### config.mk
export PLATFORM = sky130hd
export DESIGN_NAME = acw_axis
export DESIGN_NICKNAME = d
export VERILOG_FILES = /design/src/core/acw_pkg.sv /design/src/core/acw_axis.sv /design/src/core/acw_feedback.sv /design/src/core/acw_integ.sv
export SDC_FILE = /design/constraint.sdc
export NUM_CORES = 1
export LEC_CHECK = 0
export BUFFER_PORTS_ARGS = -buffer_cell sky130_fd_sc_hd__buf_2
export CORE_UTILIZATION = 50
export CTS_BUF_LIST = sky130_fd_sc_hd__clkbuf_8
export CTS_CLUSTER_DIAMETER = 40
export DETAILED_ROUTE_END_ITERATION = 7
export HOLD_SLACK_MARGIN = 0.08
export PLACE_DENSITY_LB_ADDON = 0.15
export SYNTH_ARGS = -nofsm -noshare
export SYNTH_HDL_FRONTEND = slang
export SYNTH_SLANG_ARGS = --single-unit
### constraint.sdc
create_clock -name i_clk -period 12.41 [get_ports i_clk]
set_input_delay 2.482 -clock i_clk [delete_from_list [all_inputs] [get_ports i_clk]]
set_output_delay 2.482 -clock i_clk [all_outputs]
set_load 0.05 [all_outputs]
### src/core/acw_pkg.sv
// Purpose: Shared constants for the axis configuration word logic
// Assumes: 25 MHz clock, AXI4-Lite register access
// Notes:   Config bit n (1 = MSB) sits at word bit 16-n
package acw_pkg;
  localparam int unsigned CFG_W        = 16;
  localparam logic [15:0] CFG_RESET    = 16'h0000;
  // Word bit positions, bit 1 of the word is index 15
  localparam int unsigned RECIRC_HI    = 15;
  localparam int unsigned RECIRC_LO    = 12;
  localparam int unsigned REV_BIT      = 6;
  localparam int unsigned ABS_BIT      = 5;
  localparam int unsigned CONT_BIT     = 4;
  localparam int unsigned SIM_BIT      = 3;
  localparam int unsigned DIV4_BIT     = 2;
  localparam int unsigned DIV2_BIT     = 1;
  localparam int unsigned ILIM_BIT     = 0;
  localparam logic [15:0] CFG_MASK     = 16'hf07f;
  localparam int unsigned RECIRC_COUNTS = 2700;
  localparam int unsigned ILIM_LO_PCT  = 20;
  localparam int unsigned ILIM_HI_PCT  = 80;
  // Register byte offsets
  localparam logic [7:0]  OFF_CFG      = 8'h00;
  localparam logic [7:0]  OFF_CMD      = 8'h04;
  localparam logic [7:0]  OFF_TARGET   = 8'h08;
  localparam logic [7:0]  OFF_ACTIVE   = 8'h0c;
  localparam logic [7:0]  OFF_POS      = 8'h10;
  localparam logic [7:0]  OFF_DRIVE    = 8'h14;
  localparam logic [7:0]  OFF_STATUS   = 8'h18;
  localparam logic [7:0]  OFF_IRQ_EN   = 8'h1c;
  localparam logic [7:0]  OFF_IRQ_CLR  = 8'h20;
  localparam logic [7:0]  OFF_INTEG    = 8'h24;
  // Command register bits
  localparam int unsigned CMD_APPLY    = 0;
  localparam int unsigned CMD_GO       = 1;
  localparam int unsigned CMD_HALT     = 2;
  // Status bits
  localparam int unsigned ST_WINDUP    = 0;
  localparam int unsigned ST_DONE      = 1;
  localparam int unsigned ST_LINKLOSS  = 2;
  localparam int unsigned ST_XDCR_ERR  = 3;
  localparam int unsigned ST_W         = 4;
  localparam logic [1:0]  RESP_OKAY    = 2'b00;
  localparam logic [1:0]  RESP_SLVERR  = 2'b10;
  typedef enum logic [2:0] {
    ACW_IDLE = 3'b001,
    ACW_MOVE = 3'b010,
    ACW_OPEN = 3'b100
  } acw_axis_t;
endpackage : acw_pkg

### src/core/acw_axis.sv
// Purpose: Axis configuration word decode and its drive/feedback effects
// Assumes: AXI4-Lite slave, one clock, synchronous inputs
// Notes:   Staged config only takes effect on the apply command
// How it works
// - Configuration word is 16 bits, resets zero, bit 1 is the MSB.
// - Bits 1-4 give recirculation count; zero means start-stop transducer.
// - Subtract 2700 counts per recirculation from the raw transducer count.
// - Bit 10 inverts drive output; reported drive is the negation.
// - Bit 11 allows only positive drive before the bit 10 inversion, never negative.
// - Absolute mode: move completion enters open loop with null drive.
// - Absolute mode: apply command enters open loop with null drive.
// - On link loss, bit 12 finishes the move, else halts at once.
// - Bit 13 nulls drive, follows target, clears transducer errors.
// - Bits 14/15 divide counts by four, two, or eight together.
// - Integrator limit 20% or 80% by bit 16; clamp sets windup.
// - Written config takes effect only on the apply command; the target on go.
// - Go starts a move toward the command; halt stops the axis.
// - Only bits 1-4 and 10-16 have any effect.
module acw_axis #(
  parameter int unsigned W = 24,
  parameter int unsigned GAIN_SHIFT = 2
) (
  input  wire logic          i_clk,
  input  wire logic          i_rst,
  input  wire logic [W-1:0]  i_raw_count,
  input  wire logic          i_xdcr_fault,
  input  wire logic          i_link_lost,
  output logic      [W-1:0]  o_drive,
  output logic               o_irq,
  input  wire logic [7:0]    s_axi_awaddr,
  input  wire logic          s_axi_awvalid,
  output logic               s_axi_awready,
  input  wire logic [31:0]   s_axi_wdata,
  input  wire logic [3:0]    s_axi_wstrb,
  input  wire logic          s_axi_wvalid,
  output logic               s_axi_wready,
  output logic [1:0]         s_axi_bresp,
  output logic               s_axi_bvalid,
  input  wire logic          s_axi_bready,
  input  wire logic [7:0]    s_axi_araddr,
  input  wire logic          s_axi_arvalid,
  output logic               s_axi_arready,
  output logic [31:0]        s_axi_rdata,
  output logic [1:0]         s_axi_rresp,
  output logic               s_axi_rvalid,
  input  wire logic          s_axi_rready
);
  // ****************************************
  // Declarations
  // ****************************************
  logic [15:0]             cfg_stage_reg;
  logic [15:0]             cfg_reg;
  logic [W-1:0]            target_reg;
  logic [W-1:0]            target_stage_reg;
  logic [acw_pkg::ST_W-1:0] status_reg;
  logic [acw_pkg::ST_W-1:0] irq_en_reg;
  logic [acw_pkg::ST_W-1:0] events;
  logic [acw_pkg::ST_W-1:0] clr_bits;
  acw_pkg::acw_axis_t      state_reg;
  acw_pkg::acw_axis_t      state_next;
  logic [W-1:0]            loc;
  logic signed [W-1:0]     err;
  logic signed [W-1:0]     acc;
  logic                    windup;
  logic signed [W+1:0]     pid;
  logic signed [W-1:0]     drv_cmd;
  logic signed [W-1:0]     drv_out;
  logic signed [W-1:0]     drv_report_reg;
  logic                    aw_hold;
  logic                    w_hold;
  logic [7:0]              aw_addr_reg;
  logic [31:0]             w_data_reg;
  logic [3:0]              w_strb_reg;
  logic                    wr_fire;
  logic                    apply_p;
  logic                    go_p;
  logic                    halt_p;
  logic                    move_done;
  logic                    link_prev_reg;
  logic                    link_fall;
  logic                    wr_ok;
  localparam logic signed [W+1:0] DRV_MAX = (W+2)'((1 << (W-1)) - 1);

  // ****************************************
  // AXI4-Lite write
  // ****************************************
  assign wr_fire = aw_hold && w_hold && !s_axi_bvalid;
  assign wr_ok   = (aw_addr_reg <= acw_pkg::OFF_INTEG) && (aw_addr_reg[1:0] == 2'b00);

  always_ff @(posedge i_clk or posedge i_rst) begin
    if (i_rst) begin
      aw_hold       <= 1'b0;
      w_hold        <= 1'b0;
      aw_addr_reg   <= '0;
      w_data_reg    <= '0;
      w_strb_reg    <= '0;
      s_axi_awready <= 1'b1;
      s_axi_wready  <= 1'b1;
      s_axi_bvalid  <= 1'b0;
      s_axi_bresp   <= acw_pkg::RESP_OKAY;
    end else begin
      if (s_axi_awvalid && s_axi_awready) begin
        aw_hold       <= 1'b1;
        aw_addr_reg   <= s_axi_awaddr;
        s_axi_awready <= 1'b0;
      end
      if (s_axi_wvalid && s_axi_wready) begin
        w_hold       <= 1'b1;
        w_data_reg   <= s_axi_wdata;
        w_strb_reg   <= s_axi_wstrb;
        s_axi_wready <= 1'b0;
      end
      if (wr_fire) begin
        s_axi_bvalid <= 1'b1;
        s_axi_bresp  <= wr_ok ? acw_pkg::RESP_OKAY : acw_pkg::RESP_SLVERR;
        aw_hold      <= 1'b0;
        w_hold       <= 1'b0;
      end
      if (s_axi_bvalid && s_axi_bready) begin
        s_axi_bvalid  <= 1'b0;
        s_axi_awready <= 1'b1;
        s_axi_wready  <= 1'b1;
      end
    end
  end

  // Command pulses on a write of the command word with its bit set; byte strobes are ignored
  assign apply_p = wr_fire && aw_addr_reg == acw_pkg::OFF_CMD && w_data_reg[acw_pkg::CMD_APPLY];
  assign go_p    = wr_fire && aw_addr_reg == acw_pkg::OFF_CMD && w_data_reg[acw_pkg::CMD_GO];
  assign halt_p  = wr_fire && aw_addr_reg == acw_pkg::OFF_CMD && w_data_reg[acw_pkg::CMD_HALT];
  // Staging registers; byte strobes on the low two lanes for the config word only
  always_ff @(posedge i_clk or posedge i_rst) begin
    if (i_rst) begin
      cfg_stage_reg    <= acw_pkg::CFG_RESET;
      target_stage_reg <= '0;
      irq_en_reg       <= '0;
    end else if (wr_fire) begin
      case (aw_addr_reg)
        acw_pkg::OFF_CFG: begin
          if (w_strb_reg[0]) cfg_stage_reg[7:0]  <= w_data_reg[7:0];
          if (w_strb_reg[1]) cfg_stage_reg[15:8] <= w_data_reg[15:8];
        end
        acw_pkg::OFF_TARGET: begin
          target_stage_reg <= w_data_reg[W-1:0];
        end
        acw_pkg::OFF_IRQ_EN: begin
          irq_en_reg <= w_data_reg[acw_pkg::ST_W-1:0];
        end
        default: begin
        end
      endcase
    end
  end

  // Active config moves only on apply, the target only on go; unused bits are masked off
  always_ff @(posedge i_clk or posedge i_rst) begin
    if (i_rst) begin
      cfg_reg <= acw_pkg::CFG_RESET;
    end else if (apply_p) begin
      cfg_reg <= cfg_stage_reg & acw_pkg::CFG_MASK;
    end
  end

  always_ff @(posedge i_clk or posedge i_rst) begin
    if (i_rst) begin
      target_reg <= '0;
    end else if (go_p) begin
      target_reg <= target_stage_reg;
    end
  end

  // ****************************************
  // Feedback and integrator
  // ****************************************
  acw_feedback #(.W(W)) u_fb (
    .i_clk    (i_clk),
    .i_rst    (i_rst),
    .i_cfg    (cfg_reg),
    .i_raw    (i_raw_count),
    .i_target (target_reg),
    .o_loc    (loc)
  );

  assign err = $signed(target_reg - loc);

  acw_integ #(.W(W)) u_int (
    .i_clk    (i_clk),
    .i_rst    (i_rst),
    .i_clear  (state_reg != acw_pkg::ACW_MOVE),
    .i_hi_lim (cfg_reg[acw_pkg::ILIM_BIT]),
    .i_err    (err),
    .o_acc    (acc),
    .o_windup (windup)
  );

  // ****************************************
  // Axis state
  // ****************************************
  assign move_done = (err == '0);
  assign link_fall = i_link_lost && !link_prev_reg;

  always_comb begin
    state_next = state_reg;
    case (state_reg)
      acw_pkg::ACW_IDLE: begin
        if (go_p) state_next = acw_pkg::ACW_MOVE;
      end
      acw_pkg::ACW_MOVE: begin
        if (halt_p) begin
          state_next = acw_pkg::ACW_IDLE;
        end else if (link_fall && !cfg_reg[acw_pkg::CONT_BIT]) begin
          state_next = acw_pkg::ACW_IDLE;
        end else if (move_done && cfg_reg[acw_pkg::ABS_BIT]) begin
          state_next = acw_pkg::ACW_OPEN;
        end
      end
      acw_pkg::ACW_OPEN: begin
        if (go_p) state_next = acw_pkg::ACW_MOVE;
      end
      default: state_next = acw_pkg::ACW_IDLE;
    endcase
    // Apply in absolute mode wins over anything else
    if (apply_p && cfg_stage_reg[acw_pkg::ABS_BIT]) state_next = acw_pkg::ACW_OPEN;
  end

  always_ff @(posedge i_clk or posedge i_rst) begin
    if (i_rst) begin
      state_reg     <= acw_pkg::ACW_IDLE;
      link_prev_reg <= 1'b0;
    end else begin
      state_reg     <= state_next;
      link_prev_reg <= i_link_lost;
    end
  end

  // ****************************************
  // Drive path
  // ****************************************
  always_comb begin
    pid     = ((W+2)'(err) >>> GAIN_SHIFT) + (W+2)'(acc);
    // Saturate so a large error never wraps into reverse drive
    if (pid > DRV_MAX) pid = DRV_MAX;
    if (pid < -DRV_MAX) pid = -DRV_MAX;
    drv_cmd = (state_reg == acw_pkg::ACW_MOVE) ? W'(pid) : '0;
    if (cfg_reg[acw_pkg::ABS_BIT] && drv_cmd < 0) drv_cmd = '0;
    if (cfg_reg[acw_pkg::SIM_BIT]) drv_cmd = '0;
    drv_out = cfg_reg[acw_pkg::REV_BIT] ? -drv_cmd : drv_cmd;
  end

  always_ff @(posedge i_clk or posedge i_rst) begin
    if (i_rst) begin
      o_drive        <= '0;
      drv_report_reg <= '0;
    end else begin
      o_drive        <= drv_out;
      drv_report_reg <= drv_cmd; // Reported value is the pre-inversion drive
    end
  end

  // ****************************************
  // Status and interrupt
  // ****************************************
  always_comb begin
    events = '0;
    events[acw_pkg::ST_WINDUP]   = windup;
    events[acw_pkg::ST_DONE]     = state_reg == acw_pkg::ACW_MOVE && move_done;
    events[acw_pkg::ST_LINKLOSS] = link_fall;
    events[acw_pkg::ST_XDCR_ERR] = i_xdcr_fault && !cfg_reg[acw_pkg::SIM_BIT];
    clr_bits = '0;
    if (wr_fire && aw_addr_reg == acw_pkg::OFF_IRQ_CLR) begin
      clr_bits = w_data_reg[acw_pkg::ST_W-1:0];
    end
    if (cfg_reg[acw_pkg::SIM_BIT]) clr_bits[acw_pkg::ST_XDCR_ERR] = 1'b1;
  end

  // Set wins over a simultaneous clear
  always_ff @(posedge i_clk or posedge i_rst) begin
    if (i_rst) begin
      status_reg <= '0;
      o_irq      <= 1'b0;
    end else begin
      status_reg <= (status_reg & ~clr_bits) | events;
      o_irq      <= |(((status_reg & ~clr_bits) | events) & irq_en_reg);
    end
  end

  // ****************************************
  // AXI4-Lite read
  // ****************************************
  always_ff @(posedge i_clk or posedge i_rst) begin
    if (i_rst) begin
      s_axi_arready <= 1'b1;
      s_axi_rvalid  <= 1'b0;
      s_axi_rdata   <= '0;
      s_axi_rresp   <= acw_pkg::RESP_OKAY;
    end else if (s_axi_arvalid && s_axi_arready) begin
      s_axi_arready <= 1'b0;
      s_axi_rvalid  <= 1'b1;
      s_axi_rresp   <= acw_pkg::RESP_OKAY;
      case (s_axi_araddr)
        acw_pkg::OFF_CFG:     s_axi_rdata <= {16'h0000, cfg_stage_reg};
        acw_pkg::OFF_CMD:     s_axi_rdata <= '0;
        acw_pkg::OFF_TARGET:  s_axi_rdata <= 32'(target_stage_reg);
        acw_pkg::OFF_ACTIVE:  s_axi_rdata <= {16'h0000, cfg_reg};
        acw_pkg::OFF_POS:     s_axi_rdata <= 32'(loc);
        acw_pkg::OFF_DRIVE:   s_axi_rdata <= 32'(drv_report_reg);
        acw_pkg::OFF_STATUS:  s_axi_rdata <= {29'h0, state_reg == acw_pkg::ACW_OPEN, 2'b00} << 4
                                             | 32'(status_reg);
        acw_pkg::OFF_IRQ_EN:  s_axi_rdata <= 32'(irq_en_reg);
        acw_pkg::OFF_IRQ_CLR: s_axi_rdata <= '0;
        acw_pkg::OFF_INTEG:   s_axi_rdata <= 32'(acc);
        default: begin
          s_axi_rdata <= '0;
          s_axi_rresp <= acw_pkg::RESP_SLVERR;
        end
      endcase
    end else if (s_axi_rvalid && s_axi_rready) begin
      s_axi_rvalid  <= 1'b0;
      s_axi_arready <= 1'b1;
    end
  end
endmodule // acw_axis

### src/core/acw_feedback.sv
// Purpose: Turn a raw transducer count into a measured location
// Assumes: Raw count is a plain unsigned sample, one per cycle
// Notes:   Registered, one cycle of latency
module acw_feedback #(
  parameter int unsigned W = 24
) (
  input  wire logic          i_clk,
  input  wire logic          i_rst,
  input  wire logic [15:0]   i_cfg,
  input  wire logic [W-1:0]  i_raw,
  input  wire logic [W-1:0]  i_target,
  output logic      [W-1:0]  o_loc
);
  logic [3:0]   recirc;
  logic [W-1:0] corr;
  logic [W-1:0] scaled;
  logic [W-1:0] loc_next;

  assign recirc = i_cfg[acw_pkg::RECIRC_HI:acw_pkg::RECIRC_LO];

  always_comb begin
    corr = i_raw - W'(acw_pkg::RECIRC_COUNTS * recirc);
    case ({i_cfg[acw_pkg::DIV4_BIT], i_cfg[acw_pkg::DIV2_BIT]})
      2'b10:   scaled = {2'b00, corr[W-1:2]};
      2'b01:   scaled = {1'b0, corr[W-1:1]};
      2'b11:   scaled = {3'b000, corr[W-1:3]};
      default: scaled = corr;
    endcase
    // Simulation follows the target, ignoring the transducer
    loc_next = i_cfg[acw_pkg::SIM_BIT] ? i_target : scaled;
  end

  always_ff @(posedge i_clk or posedge i_rst) begin
    if (i_rst) begin
      o_loc <= '0;
    end else begin
      o_loc <= loc_next;
    end
  end
endmodule // acw_feedback

### src/core/acw_integ.sv
// Purpose: Clamped integrator with windup flag
// Assumes: Full scale is 2^(W-1)-1
// Notes:   Clamp level picked by the integrator limit bit
module acw_integ #(
  parameter int unsigned W = 24
) (
  input  wire logic                i_clk,
  input  wire logic                i_rst,
  input  wire logic                i_clear,
  input  wire logic                i_hi_lim,
  input  wire logic signed [W-1:0] i_err,
  output logic signed      [W-1:0] o_acc,
  output logic                     o_windup
);
  localparam logic signed [W+1:0] FULL = (W+2)'((1 << (W-1)) - 1);
  logic signed [W+1:0] lim;
  logic signed [W+1:0] sum;

  always_comb begin
    lim = i_hi_lim ? (W+2)'((FULL * acw_pkg::ILIM_HI_PCT) / 100)
                   : (W+2)'((FULL * acw_pkg::ILIM_LO_PCT) / 100);
    sum = (W+2)'(o_acc) + (W+2)'(i_err);
  end

  always_ff @(posedge i_clk or posedge i_rst) begin
    if (i_rst) begin
      o_acc    <= '0;
      o_windup <= 1'b0;
    end else if (i_clear) begin
      o_acc    <= '0;
      o_windup <= 1'b0;
    end else if (sum > lim) begin
      o_acc    <= W'(lim);
      o_windup <= 1'b1;
    end else if (sum < -lim) begin
      o_acc    <= W'(-lim);
      o_windup <= 1'b1;
    end else begin
      o_acc    <= W'(sum);
      o_windup <= 1'b0;
    end
  end
endmodule // acw_integ

Yosys cells after proc, flatten, opt, wreduce, memory -nomap -nowiden --
Cells that the tools add are included.
Word-level totals: output and inout bits 66, bits in registers 262
Cells by class: eq/ne operators 22, bitwise gates (word level) 5, magnitude comparators 6, $mul 1, multiplexer cells 40, $add $sub $neg 6, reduce and logical (&&, ||, !) cells 42
Operators by type and width (count):
- $pmux W32 S8 | 1
- $mux W24 | 9
- $pmux W24 S3 | 1
- $eq A8 B5 Y1 const B | 5
- $gt A26 B26 Y1 | 1
- $lt A26 B24 Y1 const B | 1
- $lt A26 B26 Y1 | 1
- $mux W26 | 1
- $neg A26 Y26 | 1
- $add A22 B24 Y25 | 1
- $add A24 B24 Y25 | 1
- $gt A25 B24 Y1 const B | 1
- $eq A8 B4 Y1 const B | 3
- $eq A8 B6 Y1 const B | 3
- $logic_not A24 Y1 | 1
- $lt A24 B1 Y1 const B | 1
- $neg A24 Y24 | 1
- $sub A24 B16 Y24 | 1
- $sub A24 B24 Y24 | 1
- $mux W23 | 1
- $logic_and A1 B1 Y1 | 20
- $mux W1 | 18
- $eq A8 B3 Y1 const B | 2
- $logic_not A8 Y1 | 2
- other kinds (26) | 44

Depth between registers and ports, before layout --
Gate-level depths: netlist of run 1.
depth after elaboration 13, mapped depth 34

Hierarchy --
From an unflattened synthesis of run 1, not the netlist that was laid out.
Second synthesis, totals: cells, all modules 1973, area total of the unflattened synthesis 17859.6 sq um
Modules (own cells, without submodules):
- acw_axis | area each 11917.7 sq um, instances 1, cells each 1263, seq. area each 5084.9 sq um
- acw_integ | area each 3138.0 sq um, instances 1, cells each 362, seq. area each 625.6 sq um
- acw_feedback | area each 2803.9 sq um, instances 1, cells each 348, seq. area each 600.6 sq um

Worst setup path after synthesis of run 1 --
OpenSTA, ideal clock, no wires.
path type register -> register, from register target_reg[0], to register o_drive[12], stages on the path, launching flop included 32, clock period less this slack 6.982 ns, data arrival time 6.899 ns, slack 5.428 ns, path through dfrtp_1 > inv_1 > ha_1 > inv_1 > fa_1 > a21o_1 > a21oi_1 > o21ai_0 > a31oi_1 > o31ai_1 > a2111oi_0 > o21ai_0 > o211ai_1 > xnor2_1 > ha_1 > clkbuf_1 > a21oi_1 > o21ai_0 > a31o_2 > a211oi_2 > xnor2_1 > inv_1 > or4b_4 > o21bai_1 > ha_1 > clkbuf_1 > o31ai_1 > nand4_1 > ha_1 > clkbuf_1 > mux2_2 > o22ai_1
Between the ends: longest elaborated chain between the ends 13
Ends and longest elaborated chain:
- from (decl) | RTL line acw_axis.sv:53 | logic [W-1:0] target_reg;
- from (signal assigned) | RTL line acw_axis.sv:168 | target_reg <= target_stage_reg;
- $sub A24 B24 Y24 * | RTL line acw_axis.sv:184 | assign err = $signed(target_reg - loc);
- $add A22 B24 Y25 * | RTL line acw_axis.sv:240 | pid = ((W+2)'(err) >>> GAIN_SHIFT) + (W+2)'(acc);
- $gt A25 B24 Y1 | RTL line acw_axis.sv:242 | if (pid > DRV_MAX) pid = DRV_MAX;
- $mux W26 * | RTL line acw_axis.sv:242
- $lt A26 B24 Y1 | RTL line acw_axis.sv:243 | if (pid < -DRV_MAX) pid = -DRV_MAX;
- $mux W24 * | RTL line acw_axis.sv:243
- $mux W24 * | RTL line acw_axis.sv:244 | drv_cmd = (state_reg == acw_pkg::ACW_MOVE) ? W'(pid) : '0;
- $lt A24 B1 Y1 | RTL line acw_axis.sv:245 | if (cfg_reg[acw_pkg::ABS_BIT] && drv_cmd < 0) drv_cmd = '0;
- $logic_and A1 B1 Y1 | RTL line acw_axis.sv:245
- $mux W24 * | RTL line acw_axis.sv:245
- $mux W24 * | RTL line acw_axis.sv:246 | if (cfg_reg[acw_pkg::SIM_BIT]) drv_cmd = '0;
- $neg A24 Y24 | RTL line acw_axis.sv:247 | drv_out = cfg_reg[acw_pkg::REV_BIT] ? -drv_cmd : drv_cmd;
- $mux W24 * | RTL line acw_axis.sv:247
- named net drv_out[12] | RTL line acw_axis.sv:67 | logic signed [W-1:0] drv_out;
- to (signal assigned) | RTL line acw_axis.sv:255 | o_drive <= drv_out;
- to (decl) | RTL line acw_axis.sv:28 | output logic [W-1:0] o_drive,
The timed path passes the listed nets; every way through them passes the cells marked *. A chain may end at the register's enable or synchronous reset.

Final worst setup path of run 1 --
from register target_reg[0], to register o_drive[23]
Between the ends: longest elaborated chain between the ends 13
Ends and longest elaborated chain:
- $sub A24 B24 Y24 * | RTL line acw_axis.sv:184
- $add A22 B24 Y25 * | RTL line acw_axis.sv:240
- $gt A25 B24 Y1 | RTL line acw_axis.sv:242
- $mux W26 * | RTL line acw_axis.sv:242
- $lt A26 B24 Y1 | RTL line acw_axis.sv:243
- $mux W24 * | RTL line acw_axis.sv:243
- $mux W24 * | RTL line acw_axis.sv:244
- $lt A24 B1 Y1 | RTL line acw_axis.sv:245
- $logic_and A1 B1 Y1 | RTL line acw_axis.sv:245
- $mux W24 * | RTL line acw_axis.sv:245
- $mux W24 * | RTL line acw_axis.sv:246
- named net drv_cmd[22] | RTL line acw_axis.sv:66 | logic signed [W-1:0] drv_cmd;
- $neg A24 Y24 * | RTL line acw_axis.sv:247
- $mux W24 * | RTL line acw_axis.sv:247
- named net drv_out[23] | RTL line acw_axis.sv:67
Marked as above.

==> reports/metrics.csv, run 1 <==
metric,value,unit
cp-start-kind,flip-flop,
timing_worst_slew_pin_value,1160,ps
ys_async_sr_fraction,1.00,
layout_commonest_cell,sky130_fd_sc_hd__nand2_1,
cts.root.buffer_cell,sky130_fd_sc_hd__clkbuf_8,
crit_buf_inv,2,
dpl-instance-area,0.0188,mm^2
final_design_area_no_fill,0.0198,mm^2
timing.clock.skew,26.7,ps
slew_headroom,0.227,
cpLargestDelayFamily,compound AO/OA/AOI/OAI gates,
pre_cts_slack,3550,ps
critical_path_arrival,9570,ps
largest_register,s_axi_rdata,
finalHoldViolations,0,
worst_path_largest_cell_delay,790,ps
power-per-cell-area,118,mW/mm^2
tot_gr_track_use,0.312,
synth_sequential_area_ratio,0.355,
fp.dieW,191,um
synthesis.area_per_instance,9.08,um^2
ant_nets,0,
dp.final_hpwl,42.9,mm
worst_ir_drop_vdd,0.140,mV
core_area,0.0348,mm^2
switching_power_of_the_nets,0.758,mW
grt.overflow.total,0,
share_comb_of_total_power,0.207,
outcome,finished clean,
ratio_of_cells_with_drive_above_1_in_the_final_layout,0.180,
largest_reg_flops,25,
worst_slack,3330,ps
layout-area-overhead-vs-synth,11.3,%
crit_type,reg2reg,
gp_routability_congestion,0.948,
clk_pin_slew,60,ps
drt_iter0_drc,1207,
ys_ff_latch,252,
numClockSinks,252,
ys_types,96,
grt_antenna_before_repair,0,
core_occupancy_in_the_finished_layout,0.569,
worst-path-max-fanout,43,
grt_start_max_net_pins,119,
power.switching_fraction,0.325,
number_of_maximum_capacitance_violations,0,
pin_count,151,
sequentialPowerShare,0.442,
ff2ff_path_depth,26,
synthCells,1960,
finalMaxSlewViolations,0,
ctsLongestPathBuffers,3,
synth-edff-count,0,
cts_buffer_count,47,
grt_setup_unrepaired,no,
cp_common_cell,sky130_fd_sc_hd__ha_1,
internal_power,1.57,mW
cts_tree,built,
routed_wire_length_per_instance,21.2,um
nNetsFinal,2324,
cts_setup_buffers,0,
number_of_antenna_diodes,0,
highest_count_cells_in_the_layout_ignoring_fill_and_taps,"sky130_fd_sc_hd__nand2_1, sky130_fd_sc_hd__dfrtp_1, sky130_fd_sc_hd__ha_1",
first_global_vias,15104,
clock_network_latency_to_the_later_pin_of_the_worst_skew_pair,620,ps
ys_dominant_reg_cell,sky130_fd_sc_hd__dfrtp_1,
totalWireLength,54.7,mm
final_period_minus_worst_setup_slack,9080,ps
clock.fmax,110,MHz
cts_htree_levels,2,
worst_hold_path_type,reg2reg,
timing.critical_path.depth,26,
final.fill_count,3246,
initial_core_util,0.511,
core.rowCount,68,
finalCritPeriodShare,0.732,
die_h,191,um
netlist_area_before_placement,0.0178,mm^2
total_leakage_power,9.69,nW
timing.critical_path.slowest_stage_cell,sky130_fd_sc_hd__nand3_2,
final-setup-viol-count,0,
cts.hold.buffers_added,0,
fin_setup_tns,0,ps
yosys_warnings,0,
first_pass_grt_wire_length,86.3,mm
detail_route.vias_per_cell,5.96,
count_of_buffers_inserted_at_the_top_level_ports,138,
timing.critical_path.to_type,flip-flop,
relative_contribution_of_the_clock_network_to_total_power,0.351,
die-area,0.0364,mm^2
detailroute.via_count,15352,
detail_route.drc_violations,0,
cp.required,12890,ps
ctsResizeCount,0,
detail_route.first_pass.iterations,8,
worst_hold_path.num_cells,1,
==> layout make-up <==
class / count / area, um^2 / share of cell area
multi-input combinational: 1528 / 10700 / 0.542
sequential: 252 / 6310 / 0.319
timing repair buffer: 158 / 841 / 0.0424
clock buffer: 55 / 757 / 0.0382
tap: 455 / 569 / 0.0287
inverter: 95 / 364 / 0.0184
clock inverter: 31 / 220 / 0.0111
==> stage by stage <==
stage               std cells  hold WS, ps  total power [mW]
floorplan                1961          423              1.36
global placement         2488          449              1.50
detailed placement       2488          457              1.52
CTS                      2574          465              2.35
global route             2574          490              2.45
finish                   2574          460              2.33
==> worst register-to-register path: stages (launching register included) <==
cell and delay, ps:
sky130_fd_sc_hd__dfrtp_1 380, sky130_fd_sc_hd__inv_1 90, sky130_fd_sc_hd__ha_1 190, sky130_fd_sc_hd__inv_1 60, sky130_fd_sc_hd__fa_1 410, sky130_fd_sc_hd__a21o_1 180
sky130_fd_sc_hd__a21oi_1 270, sky130_fd_sc_hd__o21ai_0 160, sky130_fd_sc_hd__a31oi_1 340, sky130_fd_sc_hd__o31ai_1 250, sky130_fd_sc_hd__a2111oi_0 650, sky130_fd_sc_hd__o21ai_1 180
sky130_fd_sc_hd__xor2_1 490, sky130_fd_sc_hd__ha_1 440, sky130_fd_sc_hd__nand2_1 140, sky130_fd_sc_hd__o21ai_1 130, sky130_fd_sc_hd__a2111oi_1 530, sky130_fd_sc_hd__a211oi_1 150
sky130_fd_sc_hd__a211o_1 300, sky130_fd_sc_hd__or4b_4 590, sky130_fd_sc_hd__o21bai_1 160, sky130_fd_sc_hd__ha_1 380, sky130_fd_sc_hd__o31ai_1 630, sky130_fd_sc_hd__nand3_2 790
sky130_fd_sc_hd__a21oi_1 750, sky130_fd_sc_hd__o31ai_2 160, sky130_fd_sc_hd__xnor2_1 140
==> worst paths after layout <==
path | from | end | slack, ps
max | target_reg[0] | o_drive[23] | 3330
min | u_int.o_windup | status_reg[0] | 460
max reg2reg | target_reg[0] | o_drive[23] | 3330
min reg2reg | u_int.o_windup | status_reg[0] | 460
max in group asynchronous | i_rst | o_drive[23] | 8150
min in group asynchronous | i_rst | w_data_reg[15] | 2030
==> power groups by stage <==
stage	logic [mW]	registers, mW	clock network (mW)
detailed placement	0.480	1.04	0
CTS	0.482	1.03	0.836
floorplan	0.320	1.04	0
finish	0.483	1.03	0.819
global route	0.532	1.04	0.875
global placement	0.468	1.04	0
==> Yosys cell counts, types with 7 or more instances <==
library cell | n | area, um^2
sky130_fd_sc_hd__mux2_2 | 107 | 1200
sky130_fd_sc_hd__buf_2 | 9 | 45.0
sky130_fd_sc_hd__nor3_1 | 52 | 260
sky130_fd_sc_hd__o31ai_1 | 10 | 75.1
sky130_fd_sc_hd__o21bai_1 | 15 | 113
sky130_fd_sc_hd__xor2_1 | 27 | 236
sky130_fd_sc_hd__nand2_1 | 260 | 976
sky130_fd_sc_hd__nor4_1 | 11 | 68.8
sky130_fd_sc_hd__and2_1 | 12 | 75.1
sky130_fd_sc_hd__a222oi_1 | 23 | 230
sky130_fd_sc_hd__o22ai_1 | 7 | 43.8
sky130_fd_sc_hd__buf_4 | 13 | 97.6
sky130_fd_sc_hd__nand4_1 | 13 | 81.3
sky130_fd_sc_hd__nand3_1 | 24 | 120
sky130_fd_sc_hd__a31oi_1 | 20 | 125
sky130_fd_sc_hd__a221oi_1 | 7 | 61.3
sky130_fd_sc_hd__nor2b_1 | 15 | 93.8
sky130_fd_sc_hd__a21boi_0 | 9 | 67.6
sky130_fd_sc_hd__dfrtp_1 | 248 | 6210
sky130_fd_sc_hd__nor2_1 | 131 | 492
sky130_fd_sc_hd__mux2i_1 | 24 | 240
sky130_fd_sc_hd__o21ai_1 | 15 | 75.1
sky130_fd_sc_hd__a21oi_1 | 109 | 546
sky130_fd_sc_hd__o211ai_1 | 11 | 82.6
sky130_fd_sc_hd__clkbuf_1 | 55 | 206
sky130_fd_sc_hd__inv_1 | 93 | 349
sky130_fd_sc_hd__and3_1 | 14 | 87.6
sky130_fd_sc_hd__o21a_1 | 17 | 128
sky130_fd_sc_hd__a21o_1 | 45 | 338
sky130_fd_sc_hd__or3_1 | 8 | 50.1
sky130_fd_sc_hd__ha_1 | 152 | 1900
sky130_fd_sc_hd__xnor2_1 | 60 | 526
sky130_fd_sc_hd__nand2b_1 | 22 | 138
sky130_fd_sc_hd__a211oi_1 | 9 | 67.6
sky130_fd_sc_hd__a22oi_1 | 7 | 52.6
sky130_fd_sc_hd__o2bb2ai_1 | 13 | 114
sky130_fd_sc_hd__o21ai_0 | 142 | 711
==> layer usage <==
metal / share of wire / global-route usage / vias up / wire length [um]
met5: 0 / 0 / - / 0
met4: 0.029 / 0.106 / 0 / 1570
met3: 0.074 / 0.0615 / 88 / 4040
met2: 0.44 / 0.480 / 539 / 24100
met1: 0.46 / 0.436 / 7383 / 25000
li1: - / - / 7342 / -
==> cells by family (layout without fill, tap and decap cells) <==
group                      count (synthesis)  in the layout  synth area share
DFF                                      252            252             0.355
xor gates and xnor gates                  87             87            0.0428
other                                      1              2          0.000211
AOI/OAI and AO/OA                        542            542             0.204
buffers and inverters                    181            339            0.0432
adders and majority gates                157            157             0.112
and+or+nand+nor                          609            609             0.162
muxes                                    131            131            0.0812
Note: power is estimated with default switching activity, not from simulation.
==> inputs of run 2 (changes only) <==
Settings changed: ABC_AREA set to 1.
Clock period 12.41 ns to 8.9 ns, I/O delays scaled along.
==> run 2 against run 1 <==
First-iteration DRC count is 15% higher. Global-route usage rose by 1.1 points. Critical path type unchanged. Largest power group is now combinational cells. Die area increased by 1.5%. Critical endpoint is now o_drive[20].
==> reports/metrics.csv, run 2 <==
metric,value,unit,change
cts_setup_buffers,0,,unchanged
numPlacedInstances,3041,,+22%
synthCells,2496,,+27%
first_pass_grt_wire_length,90.6,mm,+5.0%
gp_routability_congestion,0.936,,-1.3%
timing.critical_path.slowest_stage_cell,sky130_fd_sc_hd__a21oi_1,,
fp.dieW,192,um,+0.74%
count_of_buffers_inserted_at_the_top_level_ports,138,,unchanged
ctsResizeCount,0,,unchanged
ant_nets,0,,unchanged
cts.hold.buffers_added,0,,unchanged
total_leakage_power,11.0,nW,+13%
yosysMostFrequentCell,sky130_fd_sc_hd__nand2_1,,
ys_ff_latch,252,,unchanged
crit_buf_inv,3,,+1
number_of_maximum_capacitance_violations,0,,unchanged
clock.fmax,134,MHz,+22%
die-area,0.0369,mm^2,+1.5%
ys_async_sr_fraction,1.00,,unchanged
cts.root.buffer_cell,sky130_fd_sc_hd__clkbuf_8,,
design_power_total,5.37,mW,+130%
initial_core_util,0.508,,-0.00359
totalWireLength,58.3,mm,+6.6%
layout_commonest_cell,sky130_fd_sc_hd__nand2_1,,
cts_tree,built,,
yosys_warnings,0,,unchanged
detailroute.via_count,17153,,+12%
core.rowCount,69,,+1.5%
largest_register,s_axi_rdata,,
first_global_vias,16603,,+9.9%
timing.clock.skew,20.5,ps,-6.16 ps
worst_slack,1430,ps,-1900 ps
yosys.area.top_type_share,0.344,,-0.00514
layout-area-overhead-vs-synth,11.1,%,
cts_htree_levels,2,,unchanged
dp.final_hpwl,45.6,mm,+6.3%
synthDominantAreaCellType,sky130_fd_sc_hd__dfrtp_1,,
cts_buffer_count,47,,unchanged
final_period_minus_worst_setup_slack,7470,ps,-1610 ps
grt_antenna_before_repair,1,,+1
timing_worst_slew_pin_value,1230,ps,+73.6 ps
routed_wire_length_per_instance,18.6,um,-12%
worst-path-max-fanout,31,,-28%
clock_network_latency_to_the_later_pin_of_the_worst_skew_pair,590,ps,-30 ps
cp.required,9370,ps,-3520 ps
worst_hold_path_type,reg2reg,,
synth_top_cells_by_area,"sky130_fd_sc_hd__dfrtp_1, sky130_fd_sc_hd__nand2_1, sky130_fd_sc_hd__ha_1, sky130_fd_sc_hd__inv_1, sky130_fd_sc_hd__o21ai_0",,
clk_pin_slew,60,ps,about the same
ys_types,57,,-41%
pin_count,151,,unchanged
finalCritPeriodShare,0.839,,+0.107
numClockSinks,252,,unchanged
outcome,finished clean,,
worst_ir_drop_vdd,0.249,mV,+78%
power-per-cell-area,267,mW/mm^2,+130%
largest_reg_flops,25,,unchanged
detail_route.drc_violations,0,,unchanged
drt_iter0_drc,1391,,+15%
finalHoldViolations,0,,unchanged
final-setup-viol-count,0,,unchanged
nNetsFinal,2871,,+24%
synth-edff-count,0,,unchanged
ys_top_cells_by_count,"sky130_fd_sc_hd__nand2_1, sky130_fd_sc_hd__inv_1, sky130_fd_sc_hd__dfrtp_1",,
tot_gr_track_use,0.323,,+0.0105
grt_setup_unrepaired,no,,
pre_cts_slack,1510,ps,-2040 ps
grt_start_max_net_pins,139,,+17%
die_h,192,um,+0.74%
grt.overflow.total,0,,unchanged
cp-start-kind,flip-flop,,
crit_type,reg2reg,,
timing.critical_path.to_type,flip-flop,,
ratio_of_cells_with_drive_above_1_in_the_final_layout,0.101,,-0.0785
ys_dominant_reg_cell,sky130_fd_sc_hd__dfrtp_1,,
cp_common_cell,sky130_fd_sc_hd__nand2_1,,
cpLargestDelayFamily,simple AND/OR/NAND/NOR gates,,
fin_setup_tns,0,ps,unchanged
netlist_area_before_placement,0.0181,mm^2,+1.5%
detail_route.first_pass.iterations,5,,-3
stdcell_count,3126,,+21%
synthesis.area_per_instance,7.24,um^2,-20%
critical_path_arrival,7940,ps,-1630 ps
detail_route.vias_per_cell,5.49,,-8.0%
ctsLongestPathBuffers,3,,unchanged
worst_path_largest_cell_delay,430,ps,-360 ps
core_area,0.0356,mm^2,+2.2%
synth_sequential_area_ratio,0.349,,-0.00523
slew_headroom,0.180,,-0.0471
highest_count_cells_in_the_layout_ignoring_fill_and_taps,"sky130_fd_sc_hd__nand2_1, sky130_fd_sc_hd__inv_1, sky130_fd_sc_hd__dfrtp_1",,
finalMaxSlewViolations,0,,unchanged
run 2: cell types whose count changed after synthesis, sizes merged, moves of 31 or more:
cell and delta:
nand2 +464, inv +269, mux2 -107, nand3 +104
o21ai +60, a21o -40, xor2 +39, xnor2 -38
a21oi +31
run 2: final timing paths:
| kind | cells after the start | start | slack, ps | end |
|---|---|---|---|---|
| setup reg to reg | 37 | target_reg[0] | 1430 | o_drive[20] |
| hold / removal | 2 | s_axi_rdata[10] | 480 | s_axi_rdata[10] |
| hold reg to reg | 2 | s_axi_rdata[10] | 480 | s_axi_rdata[10] |
| setup / recovery | 37 | target_reg[0] | 1430 | o_drive[20] |
| min in group asynchronous | 2 | i_rst | 1410 | u_fb.o_loc[17] |
| max in group asynchronous | 3 | i_rst | 5930 | o_drive[14] |
run 2: final cells by class:
cell class,instances,area [um^2]
multi-input cells,1811,10100
well taps,461,577
fillers,3544,15500
clock inverters,30,219
flip-flops and latches,252,6310
clock buffers,54,743
repair buffers,150,781
diodes,1,2.50
inverters,367,1390
run 2: worst reg2reg max path, delay by kind of cell, from the launching register on:
| family | cells | cell delay [ps] |
|---|---|---|
| AOI/OAI and AO/OA | 7 | 1810 |
| xor gates and xnor gates | 1 | 430 |
| adders and majority gates | 5 | 1480 |
| buffers and inverters | 3 | 210 |
| DFF | 1 | 360 |
| and+or+nand+nor | 21 | 3030 |
run 2: cell families (layout without fill, tap and decap cells):
family | count (synthesis) | in the layout | share of synthesized area
AO/OA/AOI/OAI | 478 | 478 | 0.152
XOR/XNOR | 88 | 88 | 0.0431
AND/OR/NAND/NOR | 1086 | 1086 | 0.250
other | 1 | 3 | 0.000208
adder cells (fa/ha/maj) | 157 | 157 | 0.111
flip-flops | 252 | 252 | 0.349
buffers and inverters | 434 | 601 | 0.0940
run 2: layer usage:
layer | part of all wire | GRT usage
met3 | 0.064 | 0.0619
met1 | 0.42 | 0.401
met2 | 0.48 | 0.545
met5 | 0.00017 | 0
met4 | 0.040 | 0.136
run 2: where the power goes:
part / switching (mW) / internal (mW)
Clock: 0.532 / 0.623
Sequential: 0.198 / 1.41
Combinational: 1.81 / 0.794
run 2: per-stage QoR:
step                hold WS (ps)  instance area, um^2   util
global placement             462                19100  0.537
floorplan                    428                18100      -
detailed placement           468                19100  0.537
finish                       477                20100  0.564
CTS                          484                20100  0.564
global route                 495                20100  0.564
==> inputs of run 3 (changes only) <==
Clock period 8.9 ns to 6.8 ns, I/O delays scaled along.
==> run 3 against run 2 <==
Sequential power up 31%. Die area unchanged. Critical path depth up 4. Worst hold slack better by 3.7 ps. Non-clock buffer count up 31. Sequential share of layout area down 0.28 points. Clock-buffer cell count down 4. Largest power group unchanged. Routed wire length down 3.2%. Setup slack worse by 1000 ps. First-iteration DRC count up 14%. Combinational power up 35%. Final cell count up 0.61%.
==> reports/metrics.csv, run 3 (synthesized netlist as in run 2, its figures left out) <==
metric,value,unit,change
outcome,finished clean,,
finalCritPeriodShare,0.942,,+0.103
clock.fmax,156,MHz,+17%
worst-path-max-fanout,8,,-74%
ff2ff_path_depth,41,,+11%
numClockSinks,252,,unchanged
clock_network_latency_to_the_later_pin_of_the_worst_skew_pair,590,ps,about the same
cpLargestDelayFamily,simple AND/OR/NAND/NOR gates,,
first_pass_grt_wire_length,87.7,mm,-3.2%
finalHoldViolations,0,,unchanged
ratio_of_cells_with_drive_above_1_in_the_final_layout,0.113,,+0.0112
final_design_area_no_fill,0.0203,mm^2,+0.89%
power-per-cell-area,344,mW/mm^2,+29%
crit_type,reg2reg,,
dr_wl_met2,26.7,mm,-4.3%
dp.final_hpwl,44.4,mm,-2.7%
ctsLongestPathBuffers,3,,unchanged
crit_buf_inv,6,,+3
cts_tree,built,,
slew_headroom,0.315,,+0.135
detail_route.drc_violations,0,,unchanged
design_power_total,6.96,mW,+30%
detail_route.vias_per_cell,5.46,,-0.55%
detail_route.first_pass.iterations,5,,unchanged
count_of_buffers_inserted_at_the_top_level_ports,138,,unchanged
cts_buffer_count,44,,-6.4%
die-area,0.0369,mm^2,unchanged
core_area,0.0356,mm^2,unchanged
timing.critical_path.to_type,flip-flop,,
initial_core_util,0.508,,unchanged
dpl-instance-area,0.0193,mm^2,+1.1%
grt.overflow.total,0,,unchanged
cp_common_cell,sky130_fd_sc_hd__nand2_1,,
worst_slack,395,ps,-1030 ps
cts.root.buffer_cell,sky130_fd_sc_hd__clkbuf_8,,
pre_cts_slack,254,ps,-1260 ps
first_global_vias,16152,,-2.7%
ff_to_ff_start,target_reg[0],,
wire_length_on_met1,24.6,mm,+1.4%
cp.required,7270,ps,-2100 ps
worst_path_largest_cell_delay,440,ps,about the same
timing.critical_path.depth,41,,+11%
fin_setup_tns,0,ps,unchanged
core.rowCount,69,,unchanged
die_h,192,um,unchanged
startpoint,target_reg[0],,
worst_ir_drop_vdd,0.277,mV,+11%
largest_register,s_axi_rdata,,
grt_start_max_net_pins,168,,+21%
layout_commonest_cell,sky130_fd_sc_hd__nand2_1,,
gp_routability_congestion,1.01,,+7.5%
clk_pin_slew,70,ps,about the same
cts.hold.buffers_added,0,,unchanged
routed_wire_length_per_instance,17.9,um,-3.8%
fp.dieW,192,um,unchanged
final-setup-viol-count,0,,unchanged
finalMaxSlewViolations,0,,unchanged
detailroute.via_count,17163,,+0.058%
timing_worst_slew_pin_value,1020,ps,-205 ps
rr_endpoint,o_drive[17],,
total_leakage_power,11.1,nW,+0.87%
tot_gr_track_use,0.309,,-0.0133
pin_count,151,,unchanged
critPathCapture,o_drive[17],,
top_layer,met4,,
timing.clock.skew,36.0,ps,+15.5 ps
met3_length,3.53,mm,-5.0%
numPlacedInstances,3067,,+0.85%
hold-worst-slack,480,ps,+3.70 ps
cp-start-kind,flip-flop,,
highest_count_cells_in_the_layout_ignoring_fill_and_taps,"sky130_fd_sc_hd__nand2_1, sky130_fd_sc_hd__inv_1, sky130_fd_sc_hd__dfrtp_1",,
timing.critical_path.slowest_stage_cell,sky130_fd_sc_hd__xor2_1,,
number_of_maximum_capacitance_violations,0,,unchanged
final_period_minus_worst_setup_slack,6400,ps,-1070 ps
number_of_antenna_diodes,0,,-1
worst_hold_path_type,reg2reg,,
reg2reg_slack,400,ps,-1030 ps
core_occupancy_in_the_finished_layout,0.569,,+0.00500
ant_nets,0,,unchanged
grt_antenna_before_repair,0,,-1
critical_path_arrival,6870,ps,-1070 ps
cts_htree_levels,2,,unchanged
largest_reg_flops,25,,unchanged
drt_iter0_drc,1590,,+14%
stdcell_count,3145,,+0.61%
layout-area-overhead-vs-synth,12.1,%,
totalWireLength,56.4,mm,-3.2%
nNetsFinal,2899,,+0.98%
run 3: cell count changes in the layout (fill, tap and decap cells not counted), moves of 4 or more:
cell and delta:
sky130_fd_sc_hd__a21oi_2 +5, sky130_fd_sc_hd__clkbuf_8 -4, sky130_fd_sc_hd__a21oi_1 -5, sky130_fd_sc_hd__clkinv_2 -4, sky130_fd_sc_hd__buf_4 +30
run 3: power breakdown:
part           internal, mW  switching [mW]
combinational          1.14            2.36
clock                 0.711           0.642
sequential             1.85           0.259
total                  3.70            3.26
run 3: per-layer routing:
metal  track usage  vias to the layer above
li1              -                     8456
met1         0.411                     8088
met2         0.520                      527
met3        0.0437                       92
met4        0.0918                        0
met5             0                        -
run 3: how the worst min path moves through the flow:
stage | start | endpoint | slack (ps) | depth (start not counted)
2_1_floorplan | u_int.o_windup | status_reg[0] | 430 | 2
3_3_place_gp | s_axi_rdata[13] | s_axi_rdata[13] | 460 | 1
3_5_place_dp | w_data_reg[18] | w_data_reg[18] | 470 | 2
4_1_cts | s_axi_rdata[0] | s_axi_rdata[0] | 480 | 1
5_1_grt | aw_addr_reg[6] | aw_addr_reg[6] | 500 | 2
6_report | s_axi_rdata[0] | s_axi_rdata[0] | 480 | 1
run 3: repair_timing:
item | CTS | global route
setup buffers | 0 | 5
gates resized for setup | 0 | 21
setup endpoints to repair | 0 | 46
run 3: final cells by class:
| class | instances | area (um^2) |
|---|---|---|
| fillers | 3483 | 15300 |
| multi-input cells | 1811 | 10100 |
| flip-flops and latches | 252 | 6310 |
| repair buffers | 181 | 1030 |
| clock buffers | 50 | 688 |
| inverters | 367 | 1380 |
| clock inverters | 23 | 143 |
| well taps | 461 | 577 |
